File: config.mk
export PLATFORM = sky130hd
export DESIGN_NAME = ceu_exception_unit
export DESIGN_NICKNAME = d
export VERILOG_FILES = /design/src/logic/ceu_pkg.sv /design/src/logic/ceu_exception_unit.sv
export SDC_FILE = /design/constraint.sdc
export NUM_CORES = 1
export LEC_CHECK = 0
export BUFFER_PORTS_ARGS = -buffer_cell sky130_fd_sc_hd__buf_2
export CELL_PAD_IN_SITES_DETAIL_PLACEMENT = 0
export CELL_PAD_IN_SITES_GLOBAL_PLACEMENT = 1
export CORE_AREA = 2 2 273 410
export CTS_CLUSTER_SIZE = 10
export DETAILED_ROUTE_END_ITERATION = 8
export DIE_AREA = 0 0 275 412
export PLACE_DENSITY = 0.47
export SYNTH_ARGS = -nofsm -noshare
export SYNTH_HDL_FRONTEND = slang
export SYNTH_SLANG_ARGS = --single-unit
File: constraint.sdc
create_clock -name clk -period 9 [get_ports clk]
set_input_delay 0.9 -clock clk [delete_from_list [all_inputs] [get_ports clk]]
set_output_delay 0.9 -clock clk [all_outputs]
set_load 0.02 [all_outputs]
File: src/logic/ceu_pkg.sv
// Constants, types and register map of the exception entry unit.
`default_nettype none
package ceu_pkg;
  localparam logic [4:0] MODE_USR = 5'h10;
  localparam logic [4:0] MODE_FIQ = 5'h11;
  localparam logic [4:0] MODE_IRQ = 5'h12;
  localparam logic [4:0] MODE_SVC = 5'h13;
  localparam logic [4:0] MODE_ABT = 5'h17;
  localparam logic [4:0] MODE_UND = 5'h1B;
  localparam logic [4:0] MODE_SYS = 5'h1F;
  localparam logic [31:0] VEC_RESET = 32'h0000_0000;
  localparam logic [31:0] VEC_UNDEF = 32'h0000_0004;
  localparam logic [31:0] VEC_TRAP  = 32'h0000_0008;
  localparam logic [31:0] VEC_PABT  = 32'h0000_000C;
  localparam logic [31:0] VEC_DABT  = 32'h0000_0010;
  localparam logic [31:0] VEC_IRQ   = 32'h0000_0018;
  localparam logic [31:0] VEC_FIQ   = 32'h0000_001C;
  localparam logic [31:0] WORD_STEP = 32'h0000_0004;
  localparam logic [31:0] OFS_NEXT  = 32'h0000_0004;
  localparam logic [31:0] OFS_DABT  = 32'h0000_0008;
  localparam logic [7:0]  REG_STATUS = 8'h00;
  localparam logic [7:0]  REG_SAVED  = 8'h04;
  localparam logic [7:0]  REG_LINK   = 8'h08;
  localparam logic [7:0]  REG_PEND   = 8'h0C;
  localparam logic [7:0]  REG_LASTV  = 8'h10;
  localparam int SYNC_MAX_CYC = 3;
  localparam int FAST_BANK_REGS = 7;
  typedef struct packed {
    logic [3:0]  flags;
    logic [19:0] rsvd;
    logic        irq_mask;
    logic        fiq_mask;
    logic        compact;
    logic [4:0]  mode;
  } ceu_status_t;
  typedef enum logic [1:0] {
    XF_NONE   = 2'b00,
    XF_SINGLE = 2'b01,
    XF_SWAP   = 2'b10,
    XF_MULTI  = 2'b11
  } ceu_xkind_t;
  typedef struct packed {
    ceu_xkind_t kind;
    logic       wback;
  } ceu_xfer_t;
  typedef enum logic [1:0] {
    RET_ZERO = 2'b00,
    RET_FOUR = 2'b01,
    RET_EIGHT = 2'b10
  } ceu_ret_t;
  typedef enum logic [2:0] {
    EX_NONE  = 3'b000,
    EX_RESET = 3'b001,
    EX_DABT  = 3'b010,
    EX_FIQ   = 3'b011,
    EX_IRQ   = 3'b100,
    EX_PABT  = 3'b101,
    EX_UNDEF = 3'b110,
    EX_TRAP  = 3'b111
  } ceu_exc_t;
endpackage
`default_nettype wire

File: src/logic/ceu_exception_unit.sv
// Exception entry, priority, return and reset sequencing with an APB view.
//
// Decided for this implementation: the placing of the registers and register access over APB.
`default_nettype none
module ceu_exception_unit (
  input  wire logic              clk,
  input  wire logic              rst,
  input  wire logic              core_reset_n,
  input  wire logic              fast_irq_req_n,
  input  wire logic              normal_irq_req_n,
  input  wire logic              irq_sync_select,
  input  wire logic              mem_abort,
  input  wire logic              mem_cycle,
  input  wire logic              abort_on_fetch,
  input  wire logic              instr_done,
  input  wire logic [31:0]       instr_pc,
  input  wire logic              head_undef,
  input  wire logic              head_trap,
  input  wire logic              branch_flush,
  input  wire ceu_pkg::ceu_xfer_t xfer,
  input  wire logic              ret_req,
  input  wire ceu_pkg::ceu_ret_t ret_sub,
  input  wire logic              psel,
  input  wire logic              penable,
  input  wire logic              pwrite,
  input  wire logic [7:0]        paddr,
  input  wire logic [31:0]       pwdata,
  output logic [31:0]            prdata,
  output logic                   pready,
  output logic                   pslverr,
  output logic                   vec_take,
  output logic [31:0]            vec_addr,
  output logic                   pc_load,
  output logic [31:0]            pc_load_addr,
  output ceu_pkg::ceu_status_t   status,
  output logic                   fast_bank_sel,
  output logic                   reset_fetch,
  output logic [31:0]            reset_fetch_addr,
  output logic                   wb_allow,
  output logic                   reg_load_block,
  output logic                   swap_cancel
);
  import ceu_pkg::*;

  function automatic logic [2:0] mode_slot(input logic [4:0] m);
    case (m)
      MODE_FIQ: mode_slot = 3'h0;
      MODE_IRQ: mode_slot = 3'h1;
      MODE_SVC: mode_slot = 3'h2;
      MODE_ABT: mode_slot = 3'h3;
      MODE_UND: mode_slot = 3'h4;
      default:  mode_slot = 3'h7;
    endcase
  endfunction

  function automatic logic mode_legal(input logic [4:0] m);
    mode_legal = (m == MODE_USR) || (m == MODE_SYS) || (mode_slot(m) != 3'h7);
  endfunction

  ////////////////////////////////////////////////////////////////////////////////
  // Pin synchronisers.
  logic fq_m_r, fq_s_r, nq_m_r, nq_s_r, sel_m_r, sel_s_r;
  logic cr_m_r, cr_s_r, cr_d_r;
  always_ff @(posedge clk)
  begin
    if (rst)
    begin
      fq_m_r  <= 1'b1;
      fq_s_r  <= 1'b1;
      nq_m_r  <= 1'b1;
      nq_s_r  <= 1'b1;
      sel_m_r <= 1'b0;
      sel_s_r <= 1'b0;
      cr_m_r  <= 1'b0;
      cr_s_r  <= 1'b0;
      cr_d_r  <= 1'b0;
    end
    else
    begin
      fq_m_r  <= fast_irq_req_n;
      fq_s_r  <= fq_m_r;
      nq_m_r  <= normal_irq_req_n;
      nq_s_r  <= nq_m_r;
      sel_m_r <= irq_sync_select;
      sel_s_r <= sel_m_r;
      cr_m_r  <= core_reset_n;
      cr_s_r  <= cr_m_r;
      cr_d_r  <= cr_s_r;
    end
  end

  wire fast_lvl_n = sel_s_r ? fast_irq_req_n : fq_s_r;
  wire norm_lvl_n = sel_s_r ? normal_irq_req_n : nq_s_r;
  wire in_reset   = ~cr_s_r;
  wire reset_rel  = cr_s_r & ~cr_d_r;

  ////////////////////////////////////////////////////////////////////////////////
  // Abort tracking and exception selection.
  ceu_status_t st_r;
  logic        pf_tag_r, da_pend_r, blk_r, chain_r, swap_cancel_r;
  wire da_evt   = mem_abort & mem_cycle & ~abort_on_fetch;
  wire pf_evt   = mem_abort & mem_cycle & abort_on_fetch;
  wire da_any   = da_evt | da_pend_r;
  wire fiq_live = ~fast_lvl_n & ~st_r.fiq_mask;
  wire irq_live = ~norm_lvl_n & ~st_r.irq_mask;
  wire boundary = instr_done & ~in_reset;
  wire pf_head  = pf_tag_r & ~branch_flush;

  ceu_exc_t exc;
  assign exc = reset_rel                   ? EX_RESET :
               (boundary & da_any)         ? EX_DABT  :
               ((boundary | chain_r) & fiq_live) ? EX_FIQ :
               (boundary & irq_live)       ? EX_IRQ   :
               (boundary & pf_head)        ? EX_PABT  :
               (boundary & head_undef)     ? EX_UNDEF :
               (boundary & head_trap)      ? EX_TRAP  : EX_NONE;

  logic [4:0]  ex_mode;
  logic [31:0] ex_vec;
  logic [31:0] ex_link;
  always_comb
  begin
    ex_mode = MODE_SVC;
    ex_vec  = VEC_RESET;
    ex_link = instr_pc + OFS_NEXT;
    case (exc)
      EX_RESET:
      begin
        ex_mode = MODE_SVC;
        ex_vec  = VEC_RESET;
        ex_link = instr_pc;
      end
      EX_DABT:
      begin
        ex_mode = MODE_ABT;
        ex_vec  = VEC_DABT;
        ex_link = instr_pc + OFS_DABT;
      end
      EX_FIQ:
      begin
        ex_mode = MODE_FIQ;
        ex_vec  = VEC_FIQ;
      end
      EX_IRQ:
      begin
        ex_mode = MODE_IRQ;
        ex_vec  = VEC_IRQ;
      end
      EX_PABT:
      begin
        ex_mode = MODE_ABT;
        ex_vec  = VEC_PABT;
      end
      EX_UNDEF:
      begin
        ex_mode = MODE_UND;
        ex_vec  = VEC_UNDEF;
      end
      EX_TRAP:
      begin
        ex_mode = MODE_SVC;
        ex_vec  = VEC_TRAP;
      end
      default:
      begin
        ex_mode = MODE_SVC;
        ex_vec  = VEC_RESET;
      end
    endcase
  end
  wire take = (exc != EX_NONE);

  always_ff @(posedge clk)
  begin
    if (rst)
    begin
      pf_tag_r      <= 1'b0;
      da_pend_r     <= 1'b0;
      blk_r         <= 1'b0;
      chain_r       <= 1'b0;
      swap_cancel_r <= 1'b0;
    end
    else
    begin
      pf_tag_r      <= in_reset ? 1'b0 : pf_evt | (pf_tag_r & ~branch_flush & ~instr_done);
      da_pend_r     <= in_reset ? 1'b0 : da_evt | (da_pend_r & ~instr_done);
      blk_r         <= ~instr_done & (blk_r | (da_evt & (xfer.kind == XF_MULTI)));
      chain_r       <= (exc == EX_DABT);
      swap_cancel_r <= da_evt & (xfer.kind == XF_SWAP);
    end
  end

  assign wb_allow       = xfer.wback & ~(da_any & (xfer.kind == XF_SWAP));
  assign reg_load_block = blk_r | (da_evt & (xfer.kind == XF_MULTI))
                          | (da_any & (xfer.kind == XF_SWAP));
  assign swap_cancel    = swap_cancel_r;

  ////////////////////////////////////////////////////////////////////////////////
  // Status, banked link and saved status.
  logic [31:0] link_r  [0:4];
  logic [31:0] saved_r [0:4];
  wire [2:0] cur_slot = mode_slot(st_r.mode);
  wire [2:0] ent_slot = mode_slot(ex_mode);
  wire       cur_bank = (cur_slot != 3'h7);
  wire       ret_ok   = ret_req & cur_bank & ~take;
  wire [31:0] ret_ofs = (ret_sub == RET_EIGHT) ? OFS_DABT :
                        (ret_sub == RET_FOUR)  ? OFS_NEXT : 32'h0000_0000;

  wire        wr_acc  = psel & penable & pwrite;
  wire        wr_st   = wr_acc & (paddr == REG_STATUS);
  wire        wr_sv   = wr_acc & (paddr == REG_SAVED) & cur_bank;
  wire        wr_lk   = wr_acc & (paddr == REG_LINK) & cur_bank;
  wire        priv    = (st_r.mode != MODE_USR);
  ceu_status_t wst;
  assign wst.flags    = pwdata[31:28];
  assign wst.rsvd     = st_r.rsvd;
  assign wst.irq_mask = priv ? pwdata[7] : st_r.irq_mask;
  assign wst.fiq_mask = priv ? pwdata[6] : st_r.fiq_mask;
  assign wst.compact  = st_r.compact;
  assign wst.mode     = (priv & mode_legal(pwdata[4:0])) ? pwdata[4:0] : st_r.mode;

  ceu_status_t st_nxt;
  always_comb
  begin
    st_nxt = st_r;
    if (take)
    begin
      st_nxt.mode     = ex_mode;
      st_nxt.irq_mask = 1'b1;
      st_nxt.compact  = 1'b0;
      if ((exc == EX_FIQ) || (exc == EX_RESET))
        st_nxt.fiq_mask = 1'b1;
    end
    else if (ret_ok)
      st_nxt = saved_r[cur_slot];
    else if (wr_st & ~in_reset)
      st_nxt = wst;
  end

  always_ff @(posedge clk)
  begin
    if (rst)
    begin
      st_r <= '{flags: 4'h0, rsvd: 20'h00000, irq_mask: 1'b1, fiq_mask: 1'b1,
                compact: 1'b0, mode: MODE_SVC};
      for (int i = 0; i < 5; i++)
      begin
        link_r[i]  <= 32'h0000_0000;
        saved_r[i] <= 32'h0000_0000;
      end
    end
    else
    begin
      st_r <= st_nxt;
      if (take)
      begin
        link_r[ent_slot]  <= ex_link;
        saved_r[ent_slot] <= st_r;
      end
      else if (wr_sv)
        saved_r[cur_slot] <= pwdata;
      else if (wr_lk)
        link_r[cur_slot] <= pwdata;
    end
  end

  ////////////////////////////////////////////////////////////////////////////////
  // Program flow outputs.
  logic        vec_take_r, pc_load_r, rf_r;
  logic [31:0] vec_addr_r, pc_load_addr_r, rf_addr_r;
  always_ff @(posedge clk)
  begin
    if (rst)
    begin
      vec_take_r     <= 1'b0;
      vec_addr_r     <= VEC_RESET;
      pc_load_r      <= 1'b0;
      pc_load_addr_r <= 32'h0000_0000;
      rf_r           <= 1'b0;
      rf_addr_r      <= 32'h0000_0000;
    end
    else
    begin
      vec_take_r     <= take;
      vec_addr_r     <= take ? ex_vec : vec_addr_r;
      pc_load_r      <= ret_ok;
      pc_load_addr_r <= ret_ok ? link_r[cur_slot] - ret_ofs : pc_load_addr_r;
      rf_r           <= in_reset;
      rf_addr_r      <= in_reset ? rf_addr_r + WORD_STEP : VEC_RESET;
    end
  end

  assign vec_take         = vec_take_r;
  assign vec_addr         = vec_addr_r;
  assign pc_load          = pc_load_r;
  assign pc_load_addr     = pc_load_addr_r;
  assign status           = st_r;
  assign fast_bank_sel    = (st_r.mode == MODE_FIQ);
  assign reset_fetch      = rf_r;
  assign reset_fetch_addr = rf_addr_r;

  ////////////////////////////////////////////////////////////////////////////////
  // APB slave, zero wait states.
  wire hit = (paddr == REG_STATUS) || (paddr == REG_SAVED) || (paddr == REG_LINK) ||
             (paddr == REG_PEND) || (paddr == REG_LASTV);
  wire [31:0] pend_word = {27'h0000000, pf_tag_r, da_pend_r, blk_r, ~norm_lvl_n, ~fast_lvl_n};
  wire [31:0] rd_mux = (paddr == REG_STATUS) ? st_r :
                       (paddr == REG_SAVED)  ? (cur_bank ? saved_r[cur_slot] : 32'h0000_0000) :
                       (paddr == REG_LINK)   ? (cur_bank ? link_r[cur_slot] : 32'h0000_0000) :
                       (paddr == REG_PEND)   ? pend_word :
                       (paddr == REG_LASTV)  ? vec_addr_r : 32'h0000_0000;
  assign pready  = 1'b1;
  assign pslverr = psel & penable & ~hit;
  assign prdata  = (psel & penable & ~pwrite) ? rd_mux : 32'h0000_0000;

  ////////////////////////////////////////////////////////////////////////////////
  // Checks.
  a_fiq_entry_mask: assert property (@(posedge clk) disable iff (rst)
    (exc == EX_FIQ) |=> (st_r.mode == MODE_FIQ) && st_r.fiq_mask && st_r.irq_mask)
    else $error("fast entry did not set mode and both masks");
  a_fiq_vector: assert property (@(posedge clk) disable iff (rst)
    (exc == EX_FIQ) |=> vec_take && (vec_addr == VEC_FIQ))
    else $error("fast entry vector wrong");
  a_dabt_over_fiq: assert property (@(posedge clk) disable iff (rst)
    (boundary && da_any && !reset_rel) |-> (exc == EX_DABT))
    else $error("data abort lost priority");
  a_dabt_chain_fiq: assert property (@(posedge clk) disable iff (rst)
    (exc == EX_DABT) ##1 (fiq_live && !reset_rel) |-> (exc == EX_FIQ))
    else $error("fast entry did not follow data abort");
  a_user_masks: assert property (@(posedge clk) disable iff (rst)
    (wr_st && !take && !ret_ok && !in_reset && st_r.mode == MODE_USR)
      |=> $stable(st_r.fiq_mask) && $stable(st_r.irq_mask))
    else $error("user mode changed a mask");
  a_reset_release: assert property (@(posedge clk) disable iff (rst)
    reset_rel |=> (st_r.mode == MODE_SVC) && st_r.irq_mask && st_r.fiq_mask
      && !st_r.compact && (vec_addr == VEC_RESET) && vec_take)
    else $error("reset release state wrong");
  a_reset_fetch: assert property (@(posedge clk) disable iff (rst)
    (in_reset ##1 in_reset) |=> (reset_fetch_addr == $past(reset_fetch_addr) + WORD_STEP))
    else $error("reset fetch did not step by a word");
  a_return_pc: assert property (@(posedge clk) disable iff (rst)
    (ret_ok && ret_sub == RET_EIGHT) |=> pc_load && (pc_load_addr == $past(link_r[cur_slot]) - OFS_DABT))
    else $error("return address wrong");
  a_sync_latency: assert property (@(posedge clk) disable iff (rst)
    (!sel_s_r && !fast_irq_req_n) ##1 (!sel_s_r && !fast_irq_req_n) |=> !fast_lvl_n)
    else $error("synchroniser slower than allowed");
  a_swap_undo: assert property (@(posedge clk) disable iff (rst)
    (da_evt && xfer.kind == XF_SWAP) |-> !wb_allow && reg_load_block ##1 swap_cancel)
    else $error("aborted swap changed state");
  a_trap_entry: assert property (@(posedge clk) disable iff (rst)
    (exc == EX_TRAP) |=> (st_r.mode == MODE_SVC) && (vec_addr == VEC_TRAP))
    else $error("software trap entry wrong");
  a_undef_entry: assert property (@(posedge clk) disable iff (rst)
    (exc == EX_UNDEF) |=> (st_r.mode == MODE_UND) && (vec_addr == VEC_UNDEF))
    else $error("undefined trap entry wrong");
  a_fetch_link: assert property (@(posedge clk) disable iff (rst)
    (exc == EX_PABT) |=> (link_r[mode_slot(MODE_ABT)] == $past(instr_pc) + OFS_NEXT))
    else $error("fetch abort link wrong");
  a_data_link: assert property (@(posedge clk) disable iff (rst)
    (exc == EX_DABT) |=> (link_r[mode_slot(MODE_ABT)] == $past(instr_pc) + OFS_DABT))
    else $error("data abort link wrong");
  a_fetch_flush: assert property (@(posedge clk) disable iff (rst)
    (pf_tag_r && branch_flush && !pf_evt) |=> !pf_tag_r)
    else $error("flushed fetch abort kept");
  a_multi_block: assert property (@(posedge clk) disable iff (rst)
    (da_evt && xfer.kind == XF_MULTI) |-> reg_load_block && (wb_allow == xfer.wback))
    else $error("aborted multi transfer not handled");
  a_single_wback: assert property (@(posedge clk) disable iff (rst)
    (da_any && xfer.kind == XF_SINGLE) |-> (wb_allow == xfer.wback))
    else $error("aborted single transfer lost write-back");
  a_irq_priority: assert property (@(posedge clk) disable iff (rst)
    (boundary && irq_live && !da_any && !fiq_live && !reset_rel) |-> (exc == EX_IRQ))
    else $error("normal interrupt not taken");
  a_reset_hold: assert property (@(posedge clk) disable iff (rst)
    in_reset |=> reset_fetch)
    else $error("held reset did not fetch");
endmodule // ceu_exception_unit
`default_nettype wire

==> results of run 1 <==
-- power breakdown --
| part | total [mW] | internal [mW] | switching, mW |
|---|---|---|---|
| Clock | 2.68 | 1.55 | 1.13 |
| Combinational | 3.99 | 1.01 | 2.98 |
| Sequential | 3.22 | 3.02 | 0.199 |
| Total | 9.88 | 5.57 | 4.31 |
-- worst min-delay path by stage --
stage | start | to | slack, ps | depth (start not counted)
after CTS | fast_irq_req_n | fq_m_r | 410 | 2
final | nq_m_r | nq_s_r | 410 | 1
after global routing | nq_m_r | nq_s_r | 430 | 1
after detailed placement | nq_m_r | nq_s_r | 400 | 1
after global placement | nq_m_r | nq_s_r | 400 | 1
after floorplan | fq_m_r | fq_s_r | 390 | 1
-- sequential cells by signal, indices dropped and copies added, names as in the netlist --
| signal | flops |
|---|---|
| chain_r | 1 |
| da_pend_r | 1 |
| reset_fetch_addr | 30 |
| reset_fetch | 1 |
| link_r | 215 |
| cr_d_r | 1 |
| status | 32 |
| pf_tag_r | 1 |
| fq_s_r | 1 |
| vec_addr | 3 |
| pc_load_addr | 32 |
| sel_s_r | 1 |
| fq_m_r | 1 |
| nq_s_r | 1 |
| cr_s_r | 1 |
| pc_load | 1 |
| sel_m_r | 1 |
| vec_take | 1 |
| saved_r | 224 |
| blk_r | 1 |
| cr_m_r | 1 |
| nq_m_r | 1 |
| swap_cancel | 1 |
-- cell type report --
cell class              instances  area, um2  area share [%]
repair buffers                282       1560            4.81
multi-input cells            1993      11100            34.2
clock inverters                10       98.8           0.306
clock buffers                 112       2000            6.19
flip-flops and latches        553      15500            47.8
inverters                      92        345            1.07
well taps                    1434       1790            5.55
diodes                          6       15.0          0.0464
-- critical path: stages, from the launching register on --
cell and delay [ps]:
dfxtp_2 740, buf_4 420, nand3b_1 450, nor2_4 310
buf_12 580, mux4_2 590, a21oi_1 920, o2bb2ai_1 210
a22oi_1 430, nor2_1 80, buf_2 170
-- Yosys cell counts, drive strengths merged, types with 26 or more instances --
library cell	number	area [um2]
nor2	538	2020
edfxtp	439	13200
nand2	261	980
nand3	173	866
buf	127	721
dfxtp	114	2280
a21oi	101	517
clkbuf	93	349
inv	92	345
o21ai	87	450
a211oi	51	388
a22oi	51	383
mux2i	48	480
xor2	40	358
nor3	39	205
nand2b	31	194
o22ai	29	181
a31oi	26	169
-- through the flow --
step                hold WS [ps]  area [um2]
finish                       411       32400
global route                 431       32300
CTS                          409       32300
detailed placement           401       30200
global placement             395       30200
floorplan                    389       27800
-- layout by cell type (no fill, tap or decap), types with 39 or more instances in the layout --
| master | count |
|---|---|
| xor2_1 | 39 |
| buf_2 | 229 |
| a21oi_1 | 98 |
| inv_1 | 92 |
| mux2i_1 | 48 |
| edfxtp_1 | 439 |
| conb_1 | 151 |
| a211oi_1 | 50 |
| clkbuf_16 | 72 |
| nand2_1 | 260 |
| dfxtp_1 | 111 |
| nand3_1 | 173 |
| a22oi_1 | 51 |
| o21ai_0 | 68 |
| nor2_1 | 535 |
| buf_4 | 52 |
-- cell families (layout without fill, tap and decap cells) --
| group | Yosys count | count (layout) |
|---|---|---|
| AO/OA/AOI/OAI | 499 | 499 |
| adder cells (fa/ha/maj) | 6 | 6 |
| multiplexers | 76 | 76 |
| buffers and inverters | 312 | 496 |
| other | 2 | 157 |
| AND/OR/NAND/NOR | 1198 | 1198 |
| flip-flops | 553 | 553 |
| XOR/XNOR | 63 | 63 |
-- per-layer routing --
| metal | routed length, um | up-vias | track usage, % |
|---|---|---|---|
| li1 | - | 10100 | - |
| met1 | 48400 | 11200 | 25.7 |
| met2 | 59500 | 861 | 36.2 |
| met3 | 7470 | 179 | 3.63 |
| met4 | 4770 | 10 | 8.50 |
| met5 | 60 | - | 0 |
==> metrics.yaml, run 1 <==
leakagePower_nw: 12.3
yosys.area_share.adder_pct: 0.303
antenna_found_initial: 12
worstSetupEndpoint: "prdata[31]"
vias: 22400
fmax_mhz: 153
reg2reg_from: "cr_s_r"
initial_utilization_pct: 24.9
grt_first_pass_wirelength_mm: 168
postCtsHoldBufs: 0
yosys_warnings: 0
tightest_slew_ps: 1210
cp-end-kind: "output pin"
crit_type: "reg -> out"
syn_to_final_growth_pct: 18.6
dp.cells: 4354
synth_top_family_by_area: "simple AND/OR/NAND/NOR gates"
yosysSeqAreaShare_pct: 56.7
fill_cells: 11600
hold_violations: 0
place.gp.congestion: 0.871
ant_nets: 0
drt_first_iter_violations: 1871
rsz0062_at_grt: "no"
cts_max_level: 3
async_flop_share_pct: 0
cp_max_fo: 112
avgSynthCellArea_um2: 10.1
cts_made_buffers: 68
clk_pin_slew_worst_paths_ps: 70
fin_ws_ps: 2480
clock-sinks: 553
track_usage_pct: 21.0
yosysUniqueCellTypes: 99
grt_overflow: 0
cts_resized: 0
core_area_um2: 110000
post-dp-hpwl_mm: 85.2
cts.path.max_buffers: 3
ys.flop_type: "edfxtp_1"
cts_tree: "built"
die_h_um: 412
cts_setup_buffers: 0
grt_pass1_vias: 22100
min_path_type: "reg -> reg"
die_area_um2: 113000
grt_max_degree: 113
ys_seq_elements: 553
rrSetupSlack_ps: 3190
portBuffers: 230
cts-root-buf: "clkbuf_16"
rr_worst_depth: 11
post-route-drc-count: 0
status: "complete, no violations"
synth-simple-area-share_pct: 19.9
min_period_ps: 6520
peakVddDrop_v: 0.000291
drv_cap: 0
synth_xor_area_share_pct: 2.05
power_density_nw_per_um2: 306
cp-start-kind: "flop"
first_pass_iters: 5
drv_slew: 0
power.total_mw: 9.88
synth_area_um2: 27300
pin_count: 263
clk_latency_ps: 650
worstSetupStartpoint: "status[0]"
viasPerCell: 5.00
r2r-end: "link_r[0][11]"
postLayoutCoreUtil_pct: 29.5
synth_compound_area_share_pct: 12.7
synth_edf_count: 439
syn_inst: 2709
setup_tns_ps: 0
drive_above_1_share_pct: 15.2
final_cells: 4482
pre_cts_slack_ps: 2550
cp_data_arrival_time_ps: 5620
max_slew_margin_pct: 18.9
muxShareOfSynthArea_pct: 3.14
num_rows: 149
nets: 3090
wl_mm: 120
cp.required_ps: 8100
finalCritPeriodShare_pct: 72.5
skew_ps: 27.6
fp.dieW_um: 275
setup_viol: 0
wl_per_cell_um: 26.8
Note: power is estimated with default switching activity, not from simulation.
==> run 2, diff against run 1 <==
--- a/config.mk
+++ b/config.mk
@@ -12,7 +12,7 @@
 export CTS_CLUSTER_SIZE = 10
 export DETAILED_ROUTE_END_ITERATION = 8
 export DIE_AREA = 0 0 275 412
-export PLACE_DENSITY = 0.47
+export PLACE_DENSITY = 0.49
 export SYNTH_ARGS = -nofsm -noshare
 export SYNTH_HDL_FRONTEND = slang
 export SYNTH_SLANG_ARGS = --single-unit
==> constraint.sdc (replaced) <==
create_clock -name clk -period 5.3 [get_ports clk]
set_input_delay 0.53 -clock clk [delete_from_list [all_inputs] [get_ports clk]]
set_output_delay 0.53 -clock clk [all_outputs]
set_load 0.02 [all_outputs]
==> metrics.yaml, run 2 (same netlist as run 1, synthesis figures left out) <==
grt_pass1_vias: 22600  # +2.5%
clk_latency_ps: 660  # about the same
status: "complete, no violations"
top_register: "saved_r"
drt_first_iter_violations: 2032  # +8.6%
power_density_nw_per_um2: 518  # +69%
critPathBufInv: 2  # -1
final_cell_mix: "nor2_1, edfxtp_1, nand2_1"
drive_above_1_share_pct: 17.0  # +1.7 points
crit_chain: "o21ba_2 -> o21ai_4 -> buf_12 -> mux2_2 -> o221ai_1 -> o2bb2ai_1 -> a22oi_1 -> nor2_1 -> buf_2"
antenna_found_initial: 9  # -3
cp_slowest_stage_delay_ps: 870  # -50 ps
cts_max_level: 3  # unchanged
cp-start-kind: "flop"
cts-root-buf: "clkbuf_16"
peakVddDrop_v: 0.000378  # +30%
cts_made_buffers: 67  # -1.5%
initial_utilization_pct: 24.9  # unchanged
power_frac_clock_pct: 26.2  # -0.9 points
grt_max_degree: 83  # -27%
cts.path.max_buffers: 3  # unchanged
fmax_mhz: 196
grt_overflow: 0  # unchanged
power.total_mw: 17.0  # +72%
rsz0062_at_grt: "no"
nets: 3156  # +2.1%
cts_setup_buffers: 0  # unchanged
drv_cap: 0  # unchanged
setup_viol: 0  # unchanged
skew_ps: 28.8  # +1.23 ps
pin_count: 263  # unchanged
fp.dieW_um: 275  # unchanged
min_path_type: "in -> reg"
cts_resized: 0  # unchanged
clk_pin_slew_worst_paths_ps: 60  # about the same
hold_violations: 0  # unchanged
wl_per_cell_um: 26.8  # +0.10%
largest_reg_flops: 224  # unchanged
clock-sinks: 553  # unchanged
min_period_ps: 5090
finalCritPeriodShare_pct: 96.1
drv_slew: 0  # unchanged
p_comb_share_pct: 41.7  # +1.4 points
track_usage_pct: 21.3  # +0.35 points
die_area_um2: 113000  # unchanged
sw_frac_of_total_pct: 43.4  # -0.21 points
setup_tns_ps: 0  # unchanged
tightest_slew_ps: 1300  # +86.9 ps
p_seq_share_pct: 32.1  # -0.4 points
vias: 22700  # +1.5%
die_h_um: 412  # unchanged
top_regs: "saved_r (224), link_r (215)"
cp_data_arrival_time_ps: 4560  # -1060 ps
crit_type: "reg -> out"
cp_max_fo: 81  # -28%
max_slew_margin_pct: 13.5  # -5.5 points
cts_tree: "built"
mostFrequentLayoutCell: "nor2_1"
syn_to_final_growth_pct: 20.4
num_rows: 149  # unchanged
fin_ws_ps: 208  # -2270 ps
grt_first_pass_wirelength_mm: 171  # +1.5%
portBuffers: 230  # unchanged
leakagePower_nw: 12.6  # +2.4%
cp.required_ps: 4770  # -3330 ps
ant_nets: 0  # unchanged
place.gp.congestion: 0.896  # +2.9%
postCtsHoldBufs: 0  # unchanged
viasPerCell: 5.01  # about the same
first_pass_iters: 5  # unchanged
post-route-drc-count: 0  # unchanged
wl_mm: 122  # +1.5%
core_area_um2: 110000  # unchanged
intPower_mw: 9.61  # +72%
p_switching_mw: 7.38  # +71%
post-dp-hpwl_mm: 87.9  # +3.1%
critical_path.top_delay_family: "compound AO/OA/AOI/OAI gates"
cp-end-kind: "output pin"
pre_cts_slack_ps: 837  # -1720 ps
cp_slowest_cell: "o221ai_1"
-- run 2: final timing paths --
check | to | startpoint | slack, ps | depth (start not counted)
max reg2reg | pc_load_addr[30] | status[2] | 780 | 13
min | cr_m_r | core_reset_n | 90 | 2
max | prdata[30] | status[2] | 210 | 9
min reg2reg | fq_s_r | fq_m_r | 410 | 1
-- run 2: layout make-up --
class	instances	area, um2
Antenna cell	1	2.50
Clock buffer	115	1920
Clock inverter	7	101
Fill cell	11600	76800
Inverter	92	345
Multi-Input combinational cell	1993	11100
Sequential cell	553	15500
Tap cell	1434	1790
Timing Repair Buffer	349	2130
-- run 2: per-layer routing --
layer / share of wire, % / vias to the layer above / global-route usage, %
li1: - / 10300 / -
met1: 41 / 11400 / 26.3
met2: 49 / 890 / 36.4
met3: 5.6 / 206 / 2.86
met4: 5.0 / 0 / 10.3
met5: 0 / - / 0
-- run 2: per-stage QoR --
step,hold WS [ps],utilization (%),cells,cell area (um2)
floorplan,389,-,2858,27800
global placement,400,28.1,4421,30800
CTS,37.6,29.9,4543,32800
global route,80.4,29.9,4544,32800
finish,91.3,29.9,4544,32800
detailed placement,409,28.1,4421,30800
-- run 2: power by group through the flow --
| stage | clock network [mW] | logic [mW] | registers [mW] |
|---|---|---|---|
| 2_1_floorplan | 0 | 3.68 | 5.55 |
| 3_3_place_gp | 0 | 7.07 | 5.53 |
| 6_report | 4.45 | 7.08 | 5.45 |
| 4_1_cts | 4.57 | 7.09 | 5.45 |
| 3_5_place_dp | 0 | 7.06 | 5.54 |
| 5_1_grt | 4.71 | 7.49 | 5.48 |
